`src/lsfh_pkg.sv`:
```
package lsfh_pkg;

   // ************************************************************
   // Register addresses (register index, 8-bit address space)
   // ************************************************************
   localparam int unsigned ADDR_WIDTH             = 8;
   localparam int unsigned DATA_WIDTH             = 16;
   localparam logic [7:0]  OC_IRQ_STATUS_ADDR     = 8'h1D;
   localparam logic [7:0]  OC_IRQ_MASK_ADDR       = 8'h25;
   localparam logic [7:0]  SWITCH_CONTROL_ADDR    = 8'hC7;
   localparam logic [7:0]  SUPPLY_FAULT_CFG_ADDR  = 8'hD7;

   // ************************************************************
   // Field positions
   // ************************************************************
   localparam int unsigned SWITCH_OC_FLAG_BIT     = 15;
   localparam int unsigned SWITCH_OC_MASK_BIT     = 15;
   localparam int unsigned SWITCH_FAULT_MASK_BIT  = 15;
   localparam int unsigned RESPONSE_SEL_HI        = 15;
   localparam int unsigned RESPONSE_SEL_LO        = 14;
   localparam int unsigned BULK_HIB_BIT           = 1;
   localparam int unsigned BULK_ACTIVE_BIT        = 0;

   // ************************************************************
   // Reset values
   // ************************************************************
   localparam logic [15:0] OC_IRQ_MASK_RESET      = 16'h0000;
   localparam logic [15:0] SWITCH_CONTROL_RESET   = 16'h0003;
   localparam logic [15:0] SUPPLY_FAULT_RESET     = 16'h0000;
   localparam logic [15:0] READ_ZERO              = 16'h0000;

   // ************************************************************
   // Response codes and filter timing
   // ************************************************************
   typedef enum logic [1:0] {
      LSFH_RESP_IGNORE   = 2'h0,
      LSFH_RESP_OPEN     = 2'h1,
      LSFH_RESP_SHUTDOWN = 2'h2,
      LSFH_RESP_SHUT_ALT = 2'h3
   } lsfh_resp_type;

   localparam int unsigned CLOCK_MHZ              = 125;
   localparam int unsigned FILTER_TIME_NS         = 1000;
   localparam int unsigned FILTER_CYCLES          = (FILTER_TIME_NS * CLOCK_MHZ + 999) / 1000;

endpackage : lsfh_pkg

```
`src/lsfh_sync.sv`:
```
`timescale 1ns/1ps
// Two-stage synchroniser for an asynchronous level
module lsfh_sync (
   // Clock and reset
   input  wire logic clock,
   input  wire logic reset,
   // Level in and out
   input  wire logic async_in,
   output logic      sync_out
);
   logic meta_q;

   // The first stage feeds only the second stage
   always_ff @(posedge clock) begin
      if (reset) begin
         meta_q   <= 1'b0;
         sync_out <= 1'b0;
      end else begin
         meta_q   <= async_in;
         sync_out <= meta_q;
      end
   end
endmodule : lsfh_sync

```
`src/lsfh_filter.sv`:
```
`timescale 1ns/1ps
// Persistence filter: output rises only after COUNT consecutive high samples
module lsfh_filter #(
   parameter int unsigned COUNT = lsfh_pkg::FILTER_CYCLES
) (
   // Clock and reset
   input  wire logic clock,
   input  wire logic reset,
   // Raw and filtered level
   input  wire logic raw_in,
   output logic      confirmed
);
   localparam int unsigned CW = $clog2(COUNT + 1);
   localparam logic [CW-1:0] LAST = CW'(COUNT - 1);

   logic [CW-1:0] count_q;

   // Count while high; any low sample restarts the wait
   always_ff @(posedge clock) begin
      if (reset) begin
         count_q   <= '0;
         confirmed <= 1'b0;
      end else if (!raw_in) begin
         count_q   <= '0;
         confirmed <= 1'b0;
      end else if (count_q >= LAST) begin
         confirmed <= 1'b1;
      end else begin
         count_q   <= count_q + 1'b1;
      end
   end
endmodule : lsfh_filter

```
`src/lsfh_top.sv`:
```
// Overview of operation
// - Confirmed over-current: response 00 none, 01 opens switch, 10/11 request shutdown.
// - Only persistent over-current counts; short surges raise nothing at all.
// - The first-level over-current interrupt has the switch flag as only source.
// - Flag is bit 15 of status, set on rising edge of filtered fault.
// - Reading the status register clears the flag.
// - Mask bit 15 set keeps the flag from raising the first-level interrupt.
// - Supply-fault output low while any supply or switch fault, else high.
// - Config bit 15 set masks the switch fault from the supply-fault output.
//
// Local design decision: the plain strobed port.
`timescale 1ns/1ps
module lsfh_top #(
   parameter int unsigned FILTER_COUNT = lsfh_pkg::FILTER_CYCLES
) (
   // Clock and reset
   input  wire logic                            clock,
   input  wire logic                            reset,
   // Register port
   input  wire logic [lsfh_pkg::ADDR_WIDTH-1:0] reg_addr,
   input  wire logic [lsfh_pkg::DATA_WIDTH-1:0] reg_wdata,
   input  wire logic                            reg_write,
   input  wire logic                            reg_read,
   output logic      [lsfh_pkg::DATA_WIDTH-1:0] reg_rdata,
   // Analogue monitor and other supply faults
   input  wire logic                            overcurrent_raw,
   input  wire logic                            other_supply_fault,
   // Responses
   output logic                                 switch_open_req,
   output logic                                 shutdown_req,
   output logic                                 supply_fault_n,
   output logic                                 overcurrent_top_irq
);

   // ************************************************************
   // Registers and internal signals
   // ************************************************************
   logic        oc_sync;
   logic        oc_confirmed;
   logic        oc_confirmed_q;
   logic        oc_rise;
   logic        other_fault_sync;
   logic        switch_overcurrent_flag_q;
   logic        switch_overcurrent_irq_mask_q;
   logic [15:0] switch_control_q;
   logic        switch_fault_output_mask_q;
   logic        status_read;
   logic [1:0]  overcurrent_response_sel;

   assign overcurrent_response_sel =
      switch_control_q[lsfh_pkg::RESPONSE_SEL_HI:lsfh_pkg::RESPONSE_SEL_LO];

   // ************************************************************
   // Input conditioning
   // ************************************************************
   // Both fault inputs come from analogue comparators, so synchronise first
   lsfh_sync u_sync_oc (
      .clock    (clock),
      .reset    (reset),
      .async_in (overcurrent_raw),
      .sync_out (oc_sync)
   );

   lsfh_sync u_sync_other (
      .clock    (clock),
      .reset    (reset),
      .async_in (other_supply_fault),
      .sync_out (other_fault_sync)
   );

   // Persistence filter hides surges shorter than the filter time
   lsfh_filter #(
      .COUNT (FILTER_COUNT)
   ) u_filter (
      .clock     (clock),
      .reset     (reset),
      .raw_in    (oc_sync),
      .confirmed (oc_confirmed)
   );

   // Edge detect on the confirmed fault
   always_ff @(posedge clock) begin
      if (reset) begin
         oc_confirmed_q <= 1'b0;
      end else begin
         oc_confirmed_q <= oc_confirmed;
      end
   end

   assign oc_rise     = oc_confirmed && !oc_confirmed_q;
   assign status_read = reg_read && (reg_addr == lsfh_pkg::OC_IRQ_STATUS_ADDR);

   // ************************************************************
   // Interrupt flag
   // ************************************************************
   // A new edge in the read cycle survives, so no event is lost
   always_ff @(posedge clock) begin
      if (reset) begin
         switch_overcurrent_flag_q <= 1'b0;
      end else if (oc_rise) begin
         switch_overcurrent_flag_q <= 1'b1;
      end else if (status_read) begin
         switch_overcurrent_flag_q <= 1'b0;
      end
   end

   // Only the switch flag feeds the top-level line
   assign overcurrent_top_irq =
      switch_overcurrent_flag_q && !switch_overcurrent_irq_mask_q;

   // ************************************************************
   // Software writable registers
   // ************************************************************
   always_ff @(posedge clock) begin
      if (reset) begin
         switch_overcurrent_irq_mask_q <= lsfh_pkg::OC_IRQ_MASK_RESET[lsfh_pkg::SWITCH_OC_MASK_BIT];
         switch_control_q              <= lsfh_pkg::SWITCH_CONTROL_RESET;
         switch_fault_output_mask_q    <= lsfh_pkg::SUPPLY_FAULT_RESET[lsfh_pkg::SWITCH_FAULT_MASK_BIT];
      end else if (reg_write) begin
         case (reg_addr)
            lsfh_pkg::OC_IRQ_MASK_ADDR: begin
               switch_overcurrent_irq_mask_q <= reg_wdata[lsfh_pkg::SWITCH_OC_MASK_BIT];
            end
            lsfh_pkg::SWITCH_CONTROL_ADDR: begin
               switch_control_q <= reg_wdata;
            end
            lsfh_pkg::SUPPLY_FAULT_CFG_ADDR: begin
               switch_fault_output_mask_q <= reg_wdata[lsfh_pkg::SWITCH_FAULT_MASK_BIT];
            end
            default: begin
               // Unmapped or read-only: write ignored
            end
         endcase
      end
   end

   // ************************************************************
   // Read data
   // ************************************************************
   // Data stand only in the cycle after the strobe; zero otherwise
   always_ff @(posedge clock) begin
      if (reset) begin
         reg_rdata <= lsfh_pkg::READ_ZERO;
      end else if (reg_read) begin
         reg_rdata <= lsfh_pkg::READ_ZERO;
         case (reg_addr)
            lsfh_pkg::OC_IRQ_STATUS_ADDR: begin
               reg_rdata[lsfh_pkg::SWITCH_OC_FLAG_BIT] <= switch_overcurrent_flag_q;
            end
            lsfh_pkg::OC_IRQ_MASK_ADDR: begin
               reg_rdata[lsfh_pkg::SWITCH_OC_MASK_BIT] <= switch_overcurrent_irq_mask_q;
            end
            lsfh_pkg::SWITCH_CONTROL_ADDR: begin
               reg_rdata <= switch_control_q;
            end
            lsfh_pkg::SUPPLY_FAULT_CFG_ADDR: begin
               reg_rdata[lsfh_pkg::SWITCH_FAULT_MASK_BIT] <= switch_fault_output_mask_q;
            end
            default: begin
               reg_rdata <= lsfh_pkg::READ_ZERO;
            end
         endcase
      end else begin
         reg_rdata <= lsfh_pkg::READ_ZERO;
      end
   end

   // ************************************************************
   // Fault response
   // ************************************************************
   // Requests are levels held while the confirmed fault lasts; the
   // power sequencer latches them, so a short hold is enough
   always_ff @(posedge clock) begin
      if (reset) begin
         switch_open_req <= 1'b0;
         shutdown_req    <= 1'b0;
      end else begin
         switch_open_req <= 1'b0;
         shutdown_req    <= 1'b0;
         if (oc_confirmed) begin
            case (overcurrent_response_sel)
               lsfh_pkg::LSFH_RESP_IGNORE: begin
                  switch_open_req <= 1'b0;
               end
               lsfh_pkg::LSFH_RESP_OPEN: begin
                  switch_open_req <= 1'b1;
               end
               default: begin
                  shutdown_req    <= 1'b1;
               end
            endcase
         end
      end
   end

   // Supply-fault pin, active low, registered
   always_ff @(posedge clock) begin
      if (reset) begin
         supply_fault_n <= 1'b1;
      end else begin
         supply_fault_n <= !(other_fault_sync ||
                             (oc_confirmed && !switch_fault_output_mask_q));
      end
   end

   // ************************************************************
   // Assertions
   // ************************************************************
   // Disabled in reset: the synchronisers need two edges to refill after it
   a_irq_follows_flag: assert property (@(posedge clock) disable iff (reset)
      oc_rise && !switch_overcurrent_irq_mask_q ##1 !switch_overcurrent_irq_mask_q
         |-> overcurrent_top_irq)
      else $error("interrupt does not follow flag and mask");

   a_mask_blocks_irq: assert property (@(posedge clock) disable iff (reset)
      switch_overcurrent_irq_mask_q |-> !overcurrent_top_irq)
      else $error("masked flag raised interrupt");

   a_flag_on_edge: assert property (@(posedge clock) disable iff (reset)
      oc_confirmed && !oc_confirmed_q |=> switch_overcurrent_flag_q)
      else $error("flag not set on fault edge");

   a_flag_needs_edge: assert property (@(posedge clock) disable iff (reset)
      $rose(switch_overcurrent_flag_q) |-> $past(oc_rise))
      else $error("flag set without fault edge");

   a_read_clears_flag: assert property (@(posedge clock) disable iff (reset)
      status_read && !oc_rise |=> !switch_overcurrent_flag_q)
      else $error("status read did not clear flag");

   a_read_shows_flag: assert property (@(posedge clock) disable iff (reset)
      status_read |=> reg_rdata[lsfh_pkg::SWITCH_OC_FLAG_BIT] == $past(switch_overcurrent_flag_q))
      else $error("status read data wrong");

   a_surge_filtered: assert property (@(posedge clock) disable iff (reset)
      !oc_sync |=> !oc_confirmed)
      else $error("fault confirmed after low sample");

   a_open_response: assert property (@(posedge clock) disable iff (reset)
      oc_confirmed && overcurrent_response_sel == lsfh_pkg::LSFH_RESP_OPEN
         |=> switch_open_req && !shutdown_req)
      else $error("open response missing");

   a_shutdown_response: assert property (@(posedge clock) disable iff (reset)
      oc_confirmed && overcurrent_response_sel[1] |=> shutdown_req && !switch_open_req)
      else $error("shutdown response missing");

   a_ignore_response: assert property (@(posedge clock) disable iff (reset)
      overcurrent_response_sel == lsfh_pkg::LSFH_RESP_IGNORE
         |=> !switch_open_req && !shutdown_req)
      else $error("ignore response acted");

   a_fault_pin_low: assert property (@(posedge clock) disable iff (reset)
      oc_confirmed && !switch_fault_output_mask_q |=> !supply_fault_n)
      else $error("supply fault pin not low");

   a_fault_pin_mask: assert property (@(posedge clock) disable iff (reset)
      switch_fault_output_mask_q && !other_fault_sync |=> supply_fault_n)
      else $error("masked switch fault reached pin");

   a_irq_drops_read: assert property (@(posedge clock) disable iff (reset)
      status_read && !oc_rise |=> !overcurrent_top_irq)
      else $error("interrupt stayed up after status read");

   a_flag_sticky: assert property (@(posedge clock) disable iff (reset)
      switch_overcurrent_flag_q && !status_read |=> switch_overcurrent_flag_q)
      else $error("flag lost without status read");

   a_set_beats_clear: assert property (@(posedge clock) disable iff (reset)
      oc_rise && status_read |=> switch_overcurrent_flag_q)
      else $error("edge in read cycle was lost");

   a_irq_single_source: assert property (@(posedge clock) disable iff (reset)
      overcurrent_top_irq |-> switch_overcurrent_flag_q)
      else $error("interrupt without switch flag");

   a_requests_exclusive: assert property (@(posedge clock) disable iff (reset)
      !(switch_open_req && shutdown_req))
      else $error("open and shutdown requested together");

   a_requests_need_fault: assert property (@(posedge clock) disable iff (reset)
      !oc_confirmed |=> !switch_open_req && !shutdown_req)
      else $error("response without confirmed fault");

   a_confirm_needs_high: assert property (@(posedge clock) disable iff (reset)
      $rose(oc_confirmed) |-> $past(oc_sync))
      else $error("fault confirmed without high sample");

   a_pin_high_idle: assert property (@(posedge clock) disable iff (reset)
      !oc_confirmed && !other_fault_sync |=> supply_fault_n)
      else $error("supply fault pin low without fault");

   a_other_fault_pin: assert property (@(posedge clock) disable iff (reset)
      other_fault_sync |=> !supply_fault_n)
      else $error("other supply fault missed pin");

   // Main scenarios: interrupt, read-clear, both responses, pin low
   c_irq_raised: cover property (@(posedge clock) disable iff (reset)
      $rose(overcurrent_top_irq));
   c_read_clear: cover property (@(posedge clock) disable iff (reset)
      switch_overcurrent_flag_q && status_read);
   c_shutdown: cover property (@(posedge clock) disable iff (reset)
      $rose(shutdown_req));
   c_pin_low: cover property (@(posedge clock) disable iff (reset)
      $fell(supply_fault_n));
   c_open_req: cover property (@(posedge clock) disable iff (reset)
      $rose(switch_open_req));

endmodule : lsfh_top

```
`config.mk`:
```
export PLATFORM = sky130hd
export DESIGN_NAME = lsfh_top
export DESIGN_NICKNAME = d
export VERILOG_FILES = /design/src/lsfh_pkg.sv /design/src/lsfh_sync.sv /design/src/lsfh_filter.sv /design/src/lsfh_top.sv
export SDC_FILE = /design/constraint.sdc
export NUM_CORES = 1
export LEC_CHECK = 0
export ABC_AREA = 1
export BUFFER_PORTS_ARGS = -buffer_cell sky130_fd_sc_hd__clkbuf_2
export CORE_MARGIN = 2
export CORE_UTILIZATION = 40
export DETAILED_ROUTE_END_ITERATION = 16
export SLEW_MARGIN = 15
export SYNTH_ARGS = -nofsm -noshare
export SYNTH_HDL_FRONTEND = slang
export SYNTH_SLANG_ARGS = --single-unit
```
`constraint.sdc`:
```
create_clock -name clock -period 1.7 [get_ports clock]
set_input_delay 0.34 -clock clock [delete_from_list [all_inputs] [get_ports clock]]
set_output_delay 0.34 -clock clock [all_outputs]
set_load 0.05 [all_outputs]
```
== Yosys cells after proc, flatten, opt, wreduce, memory -nomap -nowiden ==
Cells that the tools add are included.
Word-level totals
  bits in registers: 51
  bits in latches: 0
  bits in writable memories: 0
  ROM bits: 0
  output and inout port bits: 20
  logic and storage cells: 51
  memories kept: 0
Operators by class
  $add $sub $neg: 1
  $mul: 0
  divide/modulo/power cells: 0
  magnitude comparators: 1
  eq/ne operators: 5
  shift operators: 0
  multiplexer cells: 5
  bitwise gates (word level): 4
  reductions and logical operators: 19
Operators by type and width (count)
  $eq A8 B8 Y1 const B: 2
  $eq A8 B5 Y1 const B: 1
  $eq A8 B6 Y1 const B: 1
  $reduce_or A2 Y1: 4
  $add A7 B1 Y7 const B: 1
  $ge A7 B7 Y1 const B: 1
  $reduce_and A2 Y1: 3
  $logic_and A1 B1 Y1: 4
  $logic_not A1 Y1: 4
  $mux W1: 4
  $not A1 Y1: 4
  $pmux W1 S4: 1
  $reduce_or A3 Y1: 1
  $eq A2 B1 Y1 const B: 1
  $logic_not A2 Y1: 1
  $reduce_bool A2 Y1: 1
  $logic_or A1 B1 Y1: 1

== Depth between registers and ports, before layout ==
  word-level depth: 4
  gate-level depth with buffers: 8
  gate-level depth less buffers: 7

== By module ==
A second synthesis with hierarchy kept.
Unflattened totals
  cell total of the unflattened synthesis: 259
  area, all modules: 1959.4 um^2
Modules (own cells, without submodules)
  lsfh_top: times used 1, cells an instance 194, area an instance 1456.4 um^2
  lsfh_filter: times used 1, cells an instance 53, area an instance 392.9 um^2
  lsfh_sync: times used 2, cells an instance 6, area an instance 55.1 um^2

== Worst setup path after synthesis ==
Ideal clock, no wire load.
  kind: register -> output
  from: register switch_overcurrent_flag_q
  to: output port overcurrent_top_irq
  arrival: 1.006 ns
  setup slack: 0.354 ns
  cell stages (with the launch flop): 3
  path through: dfxtp_1 -> inv_1 -> nor2_1
Between the ends
  word-level cells in the longest chain between the ends: 1
RTL lines
  start, declared: line lsfh_top.sv:43  | logic switch_overcurrent_flag_q;
  start signal, assigned: line lsfh_top.sv:99  | switch_overcurrent_flag_q <= 1'b0;
  start signal, assigned: line lsfh_top.sv:101  | switch_overcurrent_flag_q <= 1'b1;
  start signal, assigned: line lsfh_top.sv:103  | switch_overcurrent_flag_q <= 1'b0;
  $logic_and A1 B1 Y1: line lsfh_top.sv:109  | switch_overcurrent_flag_q && !switch_overcurrent_irq_mask_q;
  end, declared: line lsfh_top.sv:32  | output logic overcurrent_top_irq
Every way passes these cells.

== Worst setup path after layout ==
Same ends and word-level chain as after synthesis.

==> metrics <==
core box area between 4000 and 5000 um2; R2R setup slack approximately 500 ps; Ports 50; CTS Sinks 51; flops & latches, synth just over 50; Largest delay share family, worst path flip-flops; clk_lat worst skew 300 ps; fin cells 357; Pre-antenna DRT Iters 4; Crit path required time ~1400 ps; clock root cell clkbuf_8; slowest cell delay on critical path ~360 ps; reg2reg start u_filter.count_q[0]; YS warnings 0; final setup fails 0; Initial Utilization between 40 and 50%; Port-buffer cells 49; global-route wire length before repair approximately 5.6 mm; CTS Hold Buffers Added 0; largest net degree at the start of global routing 32; total grt overflow 0; Cell Rows 25; total negative slack 0 ps; Tightest Pin Transition ~330 ps; Initial DRC Count 70; hold depth 3; DIE AREA 5421 um2; RSZ-0062 raised after global routing no; max-capacitance violation count 0; Slowest-stage cell, CP dfxtp_1; worst vdd ir between 0.5 and 0.6 mV; Final period util a little over four fifths; postcts setup bufs 0; Hold EP u_sync_other.meta_q; die height around 74 um; library cells used by synthesis 21; Placer Congestion approximately 0.86; CP arrival about 1100 ps; static power due to leakage 1.220 nW; DR vias/cell approximately 4.2; WL final roughly 3.2 mm; min-delay worst type in -> reg; wire per inst between 9 and 10 um; HP Start other_supply_fault; H-tree depth 2; Power Density 869.3 nW/um2; RR Endpoint u_filter.count_q[4]; placed cells ~350; CP bufs+invs 2; CP endpoint kind output port; share of cells above drive strength 1 between 20% and 30%; vias in the first global route about 1,300; clock slew at reported path FFs about 90 ps; Max Root-Sink Buffers 2; Nets ~330; Synth Area per Inst about 7.7 um2; via count 1,499; Area growth, synth to finish 19.42%; sequential fraction of the synthesis area between 50% and 60%; Max Clk Rate around 700 MHz; Synth Instances 251; Antenna Violating Nets Remaining 0; CP Max Fanout 3; Syn Nets about 280; Reg2Reg Depth 6; CTS Buf Count 5; CP Cell Sequence inv_1 -> nor2_1 -> clkbuf_2; CP startpoint kind register; commonest non-fill, non-tap cells in the layout 65 x nor2_1, 51 x dfxtp_1, 50 x nand2_1; WS Path Type reg -> out; total power between 2 and 2.5 mW; mapped cell area 1939 um2; hpwl dp between 2 and 2.5 mm; Final min period around 1400 ps; Die W approximately 74 um; fin. max-slew vios 0; status finished clean; Setup Skew 12.39 ps; commonest non-fill, non-tap cell in the layout nor2_1; relative slew slack about 78%; All-Layer GR Usage roughly an eighth; Antenna diodes 0; Fin. Hold Viols 0; DRC Markers 0; Resized Gates After CTS 0; initial antenna violation count 0; CTS tree done
-- routing by layer --
metal,part of all wire (%),vias to the layer above,global-route usage (%)
met2,44,37,20.73
met3,5.9,7,3.567
met4,1.8,0,6.061
met5,0,-,0
met1,48,609,17.05
li1,-,846,-
-- cell families after synthesis --
logic type,count (synthesis),share of synthesized area (%)
simple gates,138,31.81
flops,51,52.65
buf+inv,46,9.935
compound gates,11,2.967
xor+xnor,3,1.355
fa+ha+maj,2,1.290
-- worst reg2reg max path, cell delays in order, from the launching register on --
cell and delay, ps:
dfxtp_1 400, ha_1 210, inv_1 50, nor2_1 170, xor2_1 170, nor2_1 60
nor2_1 90
-- synthesized netlist by cell type --
master / instances / share of area, %
nand3_4: 1 / 0.90
xor2_1: 1 / 0.45
nand2_1: 50 / 9.7
nor2_8: 2 / 2.1
nand2_2: 4 / 1.3
ha_1: 2 / 1.3
nor3_1: 2 / 0.52
buf_2: 4 / 1.0
xnor2_1: 2 / 0.90
a22oi_1: 1 / 0.39
inv_2: 1 / 0.19
nor3_2: 1 / 0.52
nand3_1: 11 / 2.8
nand4_4: 1 / 1.1
o21ai_0: 5 / 1.3
inv_1: 39 / 7.5
nor2_1: 65 / 13
nand4_1: 1 / 0.32
a21oi_1: 5 / 1.3
dfxtp_1: 51 / 53
buf_6: 2 / 1.2
-- final cells by class --
class,instances,area [um2]
clock buffer,6,82.58
clock inverter,2,16.27
fill,491,2376
inverter,40,150.1
multi-input combinational,154,725.7
sequential,51,1021
tap,54,67.56
timing repair buffer,50,252.7
-- state kept, by name, summed over array words and instances, names as in the netlist --
register / count
oc_confirmed_q: 1
reg_rdata: 16
shutdown_req: 1
supply_fault_n: 1
switch_control_q: 16
switch_fault_output_mask_q: 1
switch_open_req: 1
switch_overcurrent_flag_q: 1
switch_overcurrent_irq_mask_q: 1
u_filter.confirmed: 1
u_filter.count_q: 7
u_sync_oc.meta_q: 1
u_sync_oc.sync_out: 1
u_sync_other.meta_q: 1
u_sync_other.sync_out: 1
-- how the worst max path moves through the flow --
stage | end | cells past startpoint | from
6_report | overcurrent_top_irq | 3 | switch_overcurrent_flag_q
2_1_floorplan | overcurrent_top_irq | 2 | switch_overcurrent_flag_q
3_5_place_dp | switch_control_q[4] | 7 | reg_addr[3]
4_1_cts | overcurrent_top_irq | 3 | switch_overcurrent_flag_q
5_1_grt | overcurrent_top_irq | 3 | switch_overcurrent_flag_q
3_3_place_gp | switch_control_q[8] | 8 | reg_addr[3]
-- stage by stage --
| step | utilization (%) | instance area, um2 | hold slack, ps | setup slack [ps] |
|---|---|---|---|---|
| 2_1_floorplan | - | 1939 | 388.3 | 353.5 |
| 3_3_place_gp | 47.25 | 2217 | 393.8 | 329.6 |
| 3_5_place_dp | 47.25 | 2217 | 395.6 | 318.4 |
| 4_1_cts | 49.36 | 2316 | 217.2 | 257.7 |
| 5_1_grt | 49.36 | 2316 | 206.8 | 216.4 |
| 6_report | 49.36 | 2316 | 222.6 | 277.6 |
-- where the power goes --
group,internal (mW),total (mW),switching (mW)
clock network,0.332,0.721,0.389
logic,0.0370,0.0897,0.0527
registers,1.20,1.20,0.00223
Power figures use the tool's default switching activity.
